[config.mk]
export PLATFORM = sky130hd
export DESIGN_NAME = afe_trim_store_and_balance_guard
export DESIGN_NICKNAME = d
export VERILOG_FILES = /design/src/logic/afe_trim_store_and_balance_guard.v /design/src/logic/sync_two_flop.v
export VERILOG_INCLUDE_DIRS = /design/src /design/src/common
export SDC_FILE = /design/constraint.sdc
export NUM_CORES = 1
export LEC_CHECK = 0
export BUFFER_PORTS_ARGS = -buffer_cell sky130_fd_sc_hd__buf_4
export CAP_MARGIN = 20
export CORE_MARGIN = 2
export CORE_UTILIZATION = 51
export CTS_BUF_LIST = sky130_fd_sc_hd__clkbuf_8 sky130_fd_sc_hd__clkbuf_16
export CTS_CLUSTER_SIZE = 30
export DETAILED_ROUTE_END_ITERATION = 10
export PLACE_DENSITY = 0.82
export SYNTH_ARGS = -nofsm -noshare
export SYNTH_HDL_FRONTEND = slang
export SYNTH_HIERARCHICAL = 1
export SYNTH_SLANG_ARGS = --single-unit
[constraint.sdc]
create_clock -name ref_clk -period 2.6 [get_ports ref_clk]
set_clock_uncertainty 0.05 [all_clocks]
set_input_delay 0.39 -clock ref_clk [delete_from_list [all_inputs] [get_ports ref_clk]]
set_output_delay 0.39 -clock ref_clk [all_outputs]
set_load 0.005 [all_outputs]
[src/common/afe_trim_defines.vh]
`ifndef AFE_TRIM_DEFINES_VH
`define AFE_TRIM_DEFINES_VH

// ****************************************
// Register addresses
// ****************************************
`define ADDR_W 8
`define ADDR_POWER_SWITCH 8'h03
`define ADDR_BALANCE_CTRL 8'h04
`define ADDR_CELL6_TRIM 8'h16
`define ADDR_CELL1_2_MSBS 8'h17
`define ADDR_CELL3_6_MSBS 8'h18
`define ADDR_REF_MSBS 8'h1B

// ****************************************
// Field positions
// ****************************************
`define POWER_SLEEP_BIT 0
`define POWER_ARMED_BIT 6
`define CELL6_OFFSET_MSB 7
`define CELL6_OFFSET_LSB 4
`define CELL6_GAIN_MSB 3
`define CELL6_GAIN_LSB 0
`define REF_OFFSET5_BIT 2
`define REF_OFFSET4_BIT 1
`define REF_GAIN4_BIT 0

// ****************************************
// Reset values and cell count
// ****************************************
`define POWER_RESET 8'h00
`define BALANCE_RESET 6'h00
`define RDATA_RESET 8'h00
`define NUM_CELLS 6

`endif

[src/logic/afe_trim_store_and_balance_guard.v]
`include "afe_trim_defines.vh"

// Behaviour
// - Cell-6 trim at 0x16 gives offset low bits 7:4, gain low bits 3:0.
// - Register 0x17 holds cell1 offset, cell1 gain, cell2 offset, cell2 gain MSBs in 7:4.
// - Register 0x18 holds offset/gain MSB pairs for cells 3 to 6, bits 7 to 0.
// - Register 0x1B holds reference offset bit5, bit4, gain MSB in bits 2:0.
// - Writing the sleep bit moves the device into shutdown.
// - Sleep bit requests sleep when written one; resets to zero.
// - Wake circuit stays disarmed and shutdown holds until regulator rail reaches zero.
// - Once armed, a high wake pin ends shutdown.
// - Balancing switches follow host control directly, never self duty-cycled.
// - Adjacent balancing requests both on force both switches off.
module afe_trim_store_and_balance_guard #(
   parameter [3:0] CELL6_OFFSET_LOW = 4'h0,
   parameter [3:0] CELL6_GAIN_LOW = 4'h0,
   parameter [7:0] CELL1_2_MSBS = 8'h00,
   parameter [7:0] CELL3_6_MSBS = 8'h00,
   parameter [2:0] REF_MSBS = 3'h0,
   parameter NUM_CELLS = `NUM_CELLS
) (
   input wire ref_clk,
   input wire nrst,
   input wire [`ADDR_W-1:0] reg_addr,
   input wire reg_wr_en,
   input wire [7:0] reg_wdata,
   input wire reg_rd_en,
   output reg [7:0] reg_rdata_ff,
   input wire rail_at_zero,
   input wire wake_pin,
   output reg shutdown_ff,
   output reg wake_armed_ff,
   output reg [NUM_CELLS-1:0] balance_switch_ff
);

   // ****************************************
   // Pin synchronisers
   // ****************************************
   wire rail_zero_sync;
   wire wake_sync;

   sync_two_flop u_sync_rail (
      .ref_clk(ref_clk),
      .nrst(nrst),
      .async_in(rail_at_zero),
      .sync_out(rail_zero_sync)
   );

   sync_two_flop u_sync_wake (
      .ref_clk(ref_clk),
      .nrst(nrst),
      .async_in(wake_pin),
      .sync_out(wake_sync)
   );

   // ****************************************
   // Fixed trim images
   // ****************************************
   // Built from parameters, so no reset or sleep can disturb them
   wire [7:0] cell6_trim;
   wire [7:0] cell1_2_trim_msbs;
   wire [7:0] cell3_6_trim_msbs;
   wire [7:0] reference_trim_msbs;
   wire cell6_offset_top_bit;
   wire cell6_gain_top_bit;

   assign cell6_trim = {CELL6_OFFSET_LOW, CELL6_GAIN_LOW};
   assign cell1_2_trim_msbs = {CELL1_2_MSBS[7:4], 4'h0};
   assign cell6_offset_top_bit = CELL3_6_MSBS[1];
   assign cell6_gain_top_bit = CELL3_6_MSBS[0];
   assign cell3_6_trim_msbs = {CELL3_6_MSBS[7:2], cell6_offset_top_bit, cell6_gain_top_bit};
   assign reference_trim_msbs = {5'h00, REF_MSBS};

   // ****************************************
   // Control registers
   // ****************************************
   reg [NUM_CELLS-1:0] balance_req_ff;
   reg [NUM_CELLS-1:0] nxt_balance_req;
   reg [NUM_CELLS-1:0] nxt_balance_switch;
   reg nxt_shutdown;
   reg nxt_wake_armed;
   reg [7:0] nxt_rdata;
   integer i;

   wire sleep_write;
   assign sleep_write = reg_wr_en && (reg_addr == `ADDR_POWER_SWITCH) &&
      reg_wdata[`POWER_SLEEP_BIT];

   // Neighbour on either side vetoes this switch
   function blocked;
      input [NUM_CELLS-1:0] req;
      input integer idx;
      begin
         blocked = 1'b0;
         if (idx > 0 && req[idx-1])
            blocked = 1'b1;
         if (idx < NUM_CELLS-1 && req[idx+1])
            blocked = 1'b1;
      end
   endfunction

   always @* begin
      nxt_balance_req = balance_req_ff;
      if (reg_wr_en && (reg_addr == `ADDR_BALANCE_CTRL)) begin
         nxt_balance_req = reg_wdata[NUM_CELLS-1:0];
      end
      nxt_balance_switch = {NUM_CELLS{1'b0}};
      for (i = 0; i < NUM_CELLS; i = i + 1) begin
         // Direct follow of the request, no internal timing of its own
         nxt_balance_switch[i] = nxt_balance_req[i] && !blocked(nxt_balance_req, i);
      end
      // Switches held off in shutdown; requests survive for the wake
      if (nxt_shutdown)
         nxt_balance_switch = {NUM_CELLS{1'b0}};
   end

   // ****************************************
   // Sleep and wake sequence
   // ****************************************
   always @* begin
      nxt_shutdown = shutdown_ff;
      nxt_wake_armed = wake_armed_ff;
      if (!shutdown_ff) begin
         if (sleep_write) begin
            nxt_shutdown = 1'b1;
            nxt_wake_armed = 1'b0;
         end
      end else if (!wake_armed_ff) begin
         // Wake ignored until the rail has drained fully
         if (rail_zero_sync)
            nxt_wake_armed = 1'b1;
      end else if (wake_sync) begin
         nxt_shutdown = 1'b0;
         nxt_wake_armed = 1'b0;
      end
   end

   // ****************************************
   // Read path
   // ****************************************
   always @* begin
      nxt_rdata = reg_rdata_ff;
      if (reg_rd_en) begin
         if (reg_addr == `ADDR_CELL6_TRIM) begin
            nxt_rdata = cell6_trim;
         end else if (reg_addr == `ADDR_CELL1_2_MSBS) begin
            nxt_rdata = cell1_2_trim_msbs;
         end else if (reg_addr == `ADDR_CELL3_6_MSBS) begin
            nxt_rdata = cell3_6_trim_msbs;
         end else if (reg_addr == `ADDR_REF_MSBS) begin
            nxt_rdata = reference_trim_msbs;
         end else if (reg_addr == `ADDR_POWER_SWITCH) begin
            nxt_rdata = 8'h00;
            nxt_rdata[`POWER_SLEEP_BIT] = shutdown_ff;
            nxt_rdata[`POWER_ARMED_BIT] = wake_armed_ff;
         end else if (reg_addr == `ADDR_BALANCE_CTRL) begin
            nxt_rdata = 8'h00;
            nxt_rdata[NUM_CELLS-1:0] = balance_req_ff;
         end else begin
            nxt_rdata = 8'h00;
         end
      end
   end

   always @(posedge ref_clk or negedge nrst) begin
      if (!nrst) begin
         shutdown_ff <= 1'b0;
         wake_armed_ff <= 1'b0;
         balance_req_ff <= `BALANCE_RESET;
         balance_switch_ff <= `BALANCE_RESET;
         reg_rdata_ff <= `RDATA_RESET;
      end else begin
         shutdown_ff <= nxt_shutdown;
         wake_armed_ff <= nxt_wake_armed;
         balance_req_ff <= nxt_balance_req;
         balance_switch_ff <= nxt_balance_switch;
         reg_rdata_ff <= nxt_rdata;
      end
   end

endmodule // afe_trim_store_and_balance_guard

[src/logic/sync_two_flop.v]
module sync_two_flop (
   input wire ref_clk,
   input wire nrst,
   input wire async_in,
   output wire sync_out
);

   reg stage1_ff;
   reg stage2_ff;

   always @(posedge ref_clk or negedge nrst) begin
      if (!nrst) begin
         stage1_ff <= 1'b0;
         stage2_ff <= 1'b0;
      end else begin
         stage1_ff <= async_in;
         stage2_ff <= stage1_ff;
      end
   end

   assign sync_out = stage2_ff;

endmodule // sync_two_flop

**After elaboration in Yosys (flattened, before gate mapping)**

Cells that the tools add are included.

- Word-level logic and storage cells: 56
- Output and inout bits: 16
- Register bits: 26

- Equality and inequality tests: 6
- Muxes and demuxes: 25
- Reduce and logical (&&, ||, !) cells: 16

Operator list:

| kind | number |
|---|---|
| 7-bit 2-to-1 mux | 5 |
| 8-bit by 5-bit equality test with 1-bit output, second input constant | 4 |
| 6-bit 2-to-1 mux | 3 |
| 1-bit 2-to-1 mux | 17 |
| 1-bit logical AND | 9 |
| 8-bit by 2-bit equality test with 1-bit output, second input constant | 1 |
| 8-bit by 3-bit equality test with 1-bit output, second input constant | 1 |
| 1-bit logical NOT | 6 |
| 2-bit nonzero test | 1 |

**Depth between registers and ports, before layout**

Gate-level depths: netlist of run 1.

- Depth in word-level cells: 8
- Gate-level depth with buffers: 4
- Depth with buffers taken out: 4

**Modules after synthesis**

The synthesis of run 1 kept the hierarchy.

By module, submodules not included:

| module | instances | cells an instance | area each (um^2) |
|---|---|---|---|
| afe_trim_store_and_balance_guard | 1 | 71 | 923.4 |
| sync_two_flop | 2 | 2 | 50.0 |

**Least setup slack after synthesis of run 1**

Ideal clock, no wire load.

- Path kind: input-to-reg
- Start point: input port reg_addr[4]
- End point: register balance_switch_ff[2]
- Stages: 4
- Path buffers: 0
- Arrival time: 1.474 ns
- Library setup time: 0.095 ns
- Setup slack: 0.981 ns
- Cell sequence: nor4_4 > nand3_4 > mux2_4 > nor4b_2

- Elaborated cells on any way between the ends: 13
- Classes of those cells: eq/ne (2); mux (6); reduce/logical (5)

RTL lines:

| what | line | source |
|---|---|---|
| from (decl) | afe_trim_store_and_balance_guard.v:24 | `` input wire [`ADDR_W-1:0] reg_addr, `` |
| 8-bit by 3-bit equality test with 1-bit output (no line) | - |  |
| 1-bit logical AND | afe_trim_store_and_balance_guard.v:104 | `` if (reg_wr_en && (reg_addr == `ADDR_BALANCE_CTRL)) begin `` |
| 6-bit 2-to-1 mux | afe_trim_store_and_balance_guard.v:104 |  |
| named net blocked.req[3] | afe_trim_store_and_balance_guard.v:91 | `input [NUM_CELLS-1:0] req;` |
| 1-bit 2-to-1 mux | afe_trim_store_and_balance_guard.v:97 | `if (idx < NUM_CELLS-1 && req[idx+1])` |
| 1-bit logical NOT | afe_trim_store_and_balance_guard.v:110 | `nxt_balance_switch[i] = nxt_balance_req[i] && !blocked(nxt_balance_req, i);` |
| 1-bit logical AND | afe_trim_store_and_balance_guard.v:110 |  |
| 6-bit 2-to-1 mux | afe_trim_store_and_balance_guard.v:113 | `if (nxt_shutdown)` |
| named net nxt_balance_switch[2] | afe_trim_store_and_balance_guard.v:79 | `reg [NUM_CELLS-1:0] nxt_balance_switch;` |
| to (signal assigned) | afe_trim_store_and_balance_guard.v:170 | `` balance_switch_ff <= `BALANCE_RESET; `` |
| to (signal assigned) | afe_trim_store_and_balance_guard.v:176 | `balance_switch_ff <= nxt_balance_switch;` |
| to (decl) | afe_trim_store_and_balance_guard.v:33 | `output reg [NUM_CELLS-1:0] balance_switch_ff` |

The timed path passes the listed nets, and every way through them passes these cells.
A chain may end at the register's enable or synchronous reset.

**Final worst setup path of run 1**

- Start point: input port reg_addr[4]
- End point: register balance_switch_ff[1]

Same word-level chain as after synthesis.

==> flow_summary.yaml, run 1 <==
floorplanning:
  io_pins: 38
  die_height_um: 48.80
  die_area_um2: 2381
  initial_core_util: 0.5326
  core-area_um2: 1922
  rows: 16
  dieWidth_um: 48.80
cts:
  cts.sinks: 25
  clockBufferDepth: 2
  cts_buffers: 3
  cts_tree: "built"
  clkTransAtPathRegs_ps: 80
  ctsHoldBuffers: 1
  clockRootBuffer: "clkbuf_8"
  clkLatencyLatePin_ps: 260
  cts_setup_buffers: 0
  cts_resized: 0
  htree_levels: 1
pwr:
  seq_power_share: 0.574
  combPwrFrac: 0.124
  ir_worst_vdd_mv: 0.5386
  p_switching_uw: 172.0
  power.total_uw: 741.9
  p_sw_frac: 0.2319
  leakage_uw: 0.0006664
  power_density_nw_per_um2: 545.0
  p_clk_frac: 0.302
  internal-power_uw: 569.8
run:
  drv_cap: 0
sta:
  max_freq_mhz: 620.7
  finalCritPeriodShare: 0.6197
  layout_min_cycle_time_ps: 1611
  finalHoldViolCount: 0
  rsz0062_at_grt: "false"
  hold_ws_ps: 176.2
  setup_violations: 0
  finalMaxSlewViolations: 0
  tns_ps: 0
synthesis:
  yosysSeqAreaShare: 0.6112
  synth_warnings: 6
  syn-mean-instance-area_um2: 13.65
  synth_top_area_cell: "dfrtp_1"
  synth_top_area_share: 0.6112
  syn_inst: 75
  ys_ff_latch: 25
  synth_nets: 97
  postSynth.asyncResetShare: 1.000
  syn_area_um2: 1023
  ys_types: 20
  synth.most_common_cell: "dfrtp_1"
  synth-edff-count: 0
  netlist_top_cells_area: "dfrtp_1 61%, mux2_4 5.9%, nor4b_2 5.9%, nand2_1 4.0%, o21ai_0 2.9%"
  synth_ff_type: "dfrtp_1"
  yosys-top-cells-count: "25 x dfrtp_1, 11 x nand2_1, 8 x inv_1"
finish:
  drive_gt1_frac: 0.4779
  fin_util: 0.7083
  final_nets: 136
  num_antenna_cells: 0
  area_growth_pct: 33.01
  instances_no_fill: 140
worst_setup_path:
  max_stage_delay_ps: 400
  path_cells: "buf_4 -> nor4_4 -> nand3_4 -> mux2_4 -> nor4b_2"
  critical-path-top-delay-family: "simple AND/OR/NAND/NOR gates"
  critPathBufInv: 1
  setup.worst_path.class: "primary input to flip-flop"
  cp-start-kind: "primary input"
  arrival_ps: 1730
  cp-end-kind: "flip-flop"
  crit_slowest_cell: "nor4_4"
  cp_max_fo: 6
  worstPathRequired_ps: 2720
drt:
  routed_wl_mm: 1.872
  drt.antenna.violating_nets: 0
  num_vias: 706
  wl_per_cell_um: 13.37
  drt_iter0_markers: 6
  drc: 0
  via_per_inst: 5.043
  drt_pass1_iterations: 4
outcome:
  status: "completed"
placed_design:
  hpwl_mm: 1.409
  port_buffers: 34
  routabilityCongestion: 0.7179
  place_inst: 135
global_routing:
  overflow: 0
  grt_first_pass_wirelength_mm: 3.236
  grt_pass1_vias: 742
  grt_antenna_before_repair: 0
  grt_max_degree: 26
  groute.usage.overall: 0.1859
min_path:
  hold_path.class: "primary input to flip-flop"
==> placed cells by master (no fill, tap or decap), drive strengths merged <==
| cell | synthesis | layout |
|---|---|---|
| buf | 1 | 34 |
| dfrtp | 25 | 25 |
| nand2 | 11 | 11 |
| inv | 8 | 8 |
| o21ai | 7 | 7 |
| mux2 | 6 | 6 |
| nor4b | 5 | 5 |
| clkbuf | 0 | 3 |
| nor3b | 2 | 2 |
| o22ai | 2 | 2 |
| nor4 | 1 | 1 |
| and4bb | 1 | 1 |
| nand4 | 1 | 1 |
| nand3 | 1 | 1 |
| and3 | 1 | 1 |
| mux2i | 1 | 1 |
| a22oi | 1 | 1 |
| conb | 1 | 1 |
| clkinv | 0 | 1 |
| dlygate4sd3 | 0 | 1 |
==> stage by stage <==
step	worst slack [ps]	cell area, um^2
detailed placement	702.1	1305
floorplan	980.9	1023
global route	909.0	1361
CTS	967.2	1361
finish	988.9	1361
global placement	739.5	1305
==> flip-flops by register name, summed over array words and instances, names as in the netlist <==
| signal | cells |
|---|---|
| wake_armed_ff | 1 |
| u_sync_wake/stage1_ff | 1 |
| u_sync_wake/sync_out | 1 |
| balance_req_ff | 6 |
| u_sync_rail/sync_out | 1 |
| u_sync_rail/stage1_ff | 1 |
| reg_rdata_ff | 7 |
| balance_switch_ff | 6 |
| shutdown_ff | 1 |
==> worst paths after layout <==
| check | startpoint | end | slack (ps) | cells after the start |
|---|---|---|---|---|
| min in group asynchronous | nrst | u_sync_rail/stage1_ff | 510 | 2 |
| hold / removal | rail_at_zero | u_sync_rail/stage1_ff | 180 | 1 |
| hold reg to reg | u_sync_rail/stage1_ff | u_sync_rail/sync_out | 310 | 0 |
| setup reg to reg | wake_armed_ff | balance_switch_ff[1] | 1420 | 4 |
| max in group asynchronous | nrst | reg_rdata_ff[0] | 1750 | 2 |
| setup / recovery | reg_addr[4] | balance_switch_ff[1] | 990 | 5 |
==> final cells by class <==
type	count	area [um^2]
Inverter	8	30.03
Clock buffer	3	41.29
Timing Repair Buffer	35	265.3
Multi-Input combinational cell	41	360.3
Tap cell	27	33.78
Clock inverter	1	5.005
Sequential cell	25	625.6
Fill cell	143	560.5
==> routing by layer <==
metal	vias to the layer above	GRT usage	part of all wire
li1	331	-	-
met1	356	0.2089	0.40
met2	17	0.3174	0.55
met3	2	0.04601	0.041
met4	0	0.1143	0.012
met5	-	0	0
==> power by group through the flow <==
stage	sequential (uW)	clock, uW	combinational (uW)
after floorplan	431	0	32.7
after global placement	432	0	89.3
after detailed placement	433	0	91.5
after CTS	425	233	93.6
after global routing	429	248	101
final	426	224	91.9
==> cells by family after synthesis <==
group	count (synthesis)	share of synthesized area
DFF	25	0.6112
and+or+nand+nor	23	0.2005
AOI/OAI and AO/OA	10	0.05746
buffers and inverters	9	0.03668
muxes	7	0.09047
other	1	0.003664
==> worst reg2reg max path, stage by stage (launching register included) <==
cell,delay [ps]
dfrtp_1,430
nand2_1,70
nand2_1,80
o21ai_2,130
nor4b_2,320
No activity file was read; power rests on OpenSTA's default activity.
==> run 2: changes to the inputs <==
ABC_AREA = 1   (was not set)
CORE_UTILIZATION = 44   (was 51)
PLACE_DENSITY = 0.74   (was 0.82)
clock period = 1.45 ns   (was 2.6 ns; I/O delays follow)
==> flow_summary.yaml, run 2 <==
outcome:
  status: "completed"
worst_setup_path:
  critPathBufInv: 1
  cp_max_fo: 6
  setup.worst_path.class: "flip-flop to output pin"
  path_cells: "buf_4"
  critical_path_depth: 1
  arrival_ps: 860
  cp-start-kind: "flip-flop"
  critical-path-top-delay-family: "flip-flops"
  cp-end-kind: "output pin"
  reg2reg_depth: 5
  max_stage_delay_ps: 440
  crit_slowest_cell: "dfrtp_1"
  worstPathRequired_ps: 1180
global_routing:
  grt_pass1_vias: 853
  grt_first_pass_wirelength_mm: 3.532
  grt_antenna_before_repair: 0
  overflow: 0
  grt_max_degree: 26
  groute.usage.overall: 0.1714
cts:
  cts.sinks: 25
  clkTransAtPathRegs_ps: 80
  htree_levels: 1
  clockBufferDepth: 2
  cts_buffers: 3
  cts_resized: 0
  clockRootBuffer: "clkbuf_8"
  cts_tree: "built"
  clkLatencyLatePin_ps: 260
synthesis:
  synth_top_area_share: 0.5618
  synth.area.mux_share: 0
  synth_top_family_by_area: "simple AND/OR/NAND/NOR gates"
  synth.most_common_cell: "nand2_1"
  netlist_top_cells_area: "dfrtp_1 56%, nand2_1 16%, inv_1 5.4%, nor2_1 4.4%, o31ai_1 3.4%"
  yosys-top-cells-count: "46 x nand2_1, 25 x dfrtp_1, 16 x inv_1"
  synth_fa_ha_area_frac: 0
  postSynth.asyncResetShare: 1.000
  yosysSeqAreaShare: 0.5618
  syn_inst: 130
  synth_compound_area_frac: 0.06854
  synth_warnings: 6
  synth-edff-count: 0
  ys_ff_latch: 25
  ys_types: 21
  synth_top_area_cell: "dfrtp_1"
  synth_xor_area_frac: 0
  syn-mean-instance-area_um2: 8.566
  syn_area_um2: 1114
  synthSimpleGateAreaFrac: 0.2831
  synth_ff_type: "dfrtp_1"
  synth_nets: 152
sta:
  finalCritPeriodShare: 0.7803
  rsz0062_at_grt: "false"
  layout_min_cycle_time_ps: 1131
  tns_ps: 0
  setup_violations: 0
  max_freq_mhz: 883.8
  finalHoldViolCount: 0
  finalMaxSlewViolations: 0
placed_design:
  routabilityCongestion: 0.7585
  hpwl_mm: 1.563
  port_buffers: 34
floorplanning:
  die_area_um2: 2949
  dieWidth_um: 54.31
  initial_core_util: 0.4578
  core-area_um2: 2432
  io_pins: 38
  rows: 18
  die_height_um: 54.31
pwr:
  ir_worst_vdd_mv: 0.8424
  power_density_nw_per_um2: 927.9
  leakage_uw: 0.0008054
min_path:
  min_path_cells: 3
  hold_path.class: "primary input to flip-flop"
drt:
  routed_wl_mm: 2.114
  num_vias: 925
  drc: 0
  wl_per_cell_um: 10.73
  drt.antenna.violating_nets: 0
  drt_pass1_iterations: 4
  drt_iter0_markers: 20
  via_per_inst: 4.695
finish:
  fin_util: 0.5977
  num_antenna_cells: 0
  layout_commonest_cell: "nand2_1"
  largest-register: "reg_rdata_ff"
  largest_reg_flops: 7
  layout_top_registers: "reg_rdata_ff: 7 flops, balance_req_ff: 6 flops, balance_switch_ff: 6 flops"
  final_nets: 190
  area_growth_pct: 30.56
  layout_common_cells: "46 x nand2_1, 34 x buf_4, 25 x dfrtp_1"
  drive_gt1_frac: 0.2575
run:
  drv_cap: 0
-- run 2: cell types whose count changed after synthesis, moves of 2 or more --
cell / change
inv_1: +8
mux2_2: -2
mux2_4: -4
nand2_1: +35
nand3_1: +6
nand3b_1: +4
nor2_1: +13
nor3b_1: -2
nor4b_2: -4
o21ai_0: -6
o22ai_1: -2
o31ai_1: +5
-- run 2: where the power goes --
group	internal, uW	switching [uW]	total (uW)
Clock	189	206	395
Sequential	735	31.7	766
Combinational	97.4	90.2	188
-- run 2: cell families after synthesis --
kind of cell | after synthesis
other | 1
buffers and inverters | 21
and+or+nand+nor | 73
AOI/OAI and AO/OA | 10
DFF | 25
-- run 2: cell type report --
type	count	area [um^2]
fillers	215	978.4
flip-flops and latches	25	625.6
multi-input cells	84	395.4
repair buffers	37	285.3
inverters	17	65.06
clock buffers	3	41.29
well taps	30	37.54
clock inverters	1	3.754
-- run 2: worst paths after layout --
check                                 startpoint                    to  slack, ps
setup reg to reg                     shutdown_ff  balance_switch_ff[2]        380
hold / removal                      reg_wdata[1]     balance_req_ff[1]        160
hold reg to reg            u_sync_wake/stage1_ff  u_sync_wake/sync_out        300
setup / recovery                   wake_armed_ff         wake_armed_ff        320
max in group asynchronous                   nrst     balance_req_ff[4]        780
min in group asynchronous                   nrst       reg_rdata_ff[0]        340
-- run 2: metrics by stage --
stage / area (um^2) / instances / total power [uW] / setup WS (ps) / hold slack, ps
after global placement: 1379 / 190 / 957.0 / 99.85 / 80.21
final: 1454 / 197 / 1349 / 318.6 / 160.6
after floorplan: 1114 / 130 / 853.3 / 372.1 / -128.1
after detailed placement: 1379 / 190 / 963.8 / 91.55 / 86.94
after global routing: 1454 / 197 / 1412 / 150.8 / 193.1
after CTS: 1454 / 197 / 1371 / 306.5 / 157.3
-- run 2: routing by layer --
metal	share of wire	track usage
met3	0.043	0.03552
met5	0	0
met4	0.020	0.08750
met2	0.49	0.2892
met1	0.45	0.2056
-- run 2: repair_timing --
item                      CTS  global route
hold buffers                3             0
setup buffers               0             0
hold endpoints to repair   27             0
==> run 3: changes to the inputs <==
ABC_AREA = 0   (was 1)
CORE_UTILIZATION = 42   (was 44)
PLACE_DENSITY = 0.73   (was 0.74)
clock period = 1 ns   (was 1.45 ns; I/O delays follow)
==> flow_summary.yaml, run 3 (synthesized netlist as in run 1, its figures left out) <==
global_routing:
  groute.usage.overall: 0.1858
  grt_antenna_before_repair: 0
  overflow: 0
  grt_first_pass_wirelength_mm: 3.650
  grt_max_degree: 26
  grt_pass1_vias: 774
pwr:
  power_density_nw_per_um2: 1260
  leakage_uw: 0.0008316
  power.total_uw: 2155
  ir_worst_vdd_mv: 0.9979
cts:
  clkLatencyLatePin_ps: 270
  clkTransAtPathRegs_ps: 90
  clockBufferDepth: 2
  clockRootBuffer: "clkbuf_8"
  htree_levels: 1
  cts_tree: "built"
  cts.sinks: 25
  cts_buffers: 3
worst_setup_path:
  path_cells: "buf_6 -> nor4b_4 -> nand3_4 -> mux2_4 -> nor4b_4"
  cp-start-kind: "primary input"
  max_stage_delay_ps: 370
  cp-end-kind: "flip-flop"
  crit_slowest_cell: "mux2_4"
  worstPathRequired_ps: 1120
  arrival_ps: 1420
  r2r-start: "wake_armed_ff"
  crit_start: "reg_addr[3]"
  setup.worst_path.class: "primary input to flip-flop"
  cp_common_cell: "nor4b_4"
  cp_max_fo: 6
sta:
  finalHoldViolCount: 0
  layout_min_cycle_time_ps: 1291
  rsz0062_at_grt: "true"
  finalMaxSlewViolations: 0
  max_freq_mhz: 774.7
  setup_violations: 22
  setup_ws_ps: -290.8
  finalCritPeriodShare: 1.291
  hold_ws_ps: 57.36
  tns_ps: -2705
drt:
  wl_per_cell_um: 14.53
  drc: 0
  via_per_inst: 4.841
  num_vias: 794
  routed_wl_mm: 2.383
  drt.antenna.violating_nets: 0
  drt_pass1_iterations: 4
  drt_iter0_markers: 5
placed_design:
  place_inst: 142
  routabilityCongestion: 0.8003
  hpwl_mm: 1.454
  placed_area_um2: 1359
  port_buffers: 34
finish:
  drive_gt1_frac: 0.6324
  final_nets: 159
  area_growth_pct: 67.11
  layout_commonest_cell: "buf_4"
  multi_input_area_um2: 435.4
  num_antenna_cells: 0
  postLayoutCellArea_um2: 1710
  instances_no_fill: 164
  num-fill-cells: 160
  largest_reg_flops: 7
  layout_common_cells: "32 x buf_4, 25 x dfrtp_1, 22 x buf_6"
  layout_top_registers: "reg_rdata_ff: 7 flops, balance_req_ff: 6 flops, balance_switch_ff: 6 flops"
  largest-register: "reg_rdata_ff"
  final-seq-area_um2: 625.6
min_path:
  hold_path.class: "primary input to flip-flop"
  min_from: "reg_rd_en"
floorplanning:
  dieWidth_um: 53.37
  core-area_um2: 2255
  die_area_um2: 2848
  io_pins: 38
  die_height_um: 53.37
  rows: 17
  initial_core_util: 0.4539
run:
  drv_cap: 0
outcome:
  status: "complete, but fails checks"
  failed_checks: "setup timing"
==> run 3: metrics by stage <==
step,setup WS (ps),utilization
after floorplan,-378.2,-
after global placement,-593.2,0.6027
after detailed placement,-668.4,0.6027
after CTS,-297.9,0.7026
after global routing,-346.3,0.7586
final,-290.8,0.7586
==> run 3: final timing paths <==
path | to | slack (ps) | depth (start not counted)
worst min-delay path | reg_rdata_ff[5] | 60 | 2
worst max register to register | balance_switch_ff[1] | -140 | 5
min in group asynchronous | balance_req_ff[4] | 260 | 2
worst min register to register | u_sync_wake/sync_out | 310 | 0
max in group asynchronous | balance_req_ff[0] | 400 | 2
worst max-delay path | balance_switch_ff[1] | -290 | 5
==> run 3: where the power goes <==
part	switching (uW)	total [uW]	internal, uW
clock	314	593	279
combinational	184	466	281
sequential	33.3	1100	1060
total	532	2150	1620
==> run 3: critical path, delay by kind of cell <==
family        cells  cell delay, ps
buf+inv           1             100
mux               1             370
simple gates      3             810
==> run 3: per-layer routing <==
layer / vias to the layer above / routed length, um / GRT usage
met1: 387 / 897 / 0.2194
met3: 4 / 103 / 0.04237
met5: - / 0 / 0
li1: 380 / - / -
met4: 0 / 36 / 0.07265
met2: 23 / 1345 / 0.3230
==> run 3: area by class of cell <==
class / count / area share
Clock inverter: 1 / 0.002926
Multi-Input combinational cell: 41 / 0.2546
Inverter: 8 / 0.01756
Sequential cell: 25 / 0.3658
Timing Repair Buffer: 58 / 0.3146
Tap cell: 28 / 0.02048
Clock buffer: 3 / 0.02414
==> run 3: what timing repair did <==
item                                    in CTS  in global routing
setup buffers                                7                  9
hold buffers                                 3                  0
pin swaps                                   13                  7
endpoints found under the setup margin      18                 33
hold endpoints to repair                    27                  0
resized for setup                           25                 20
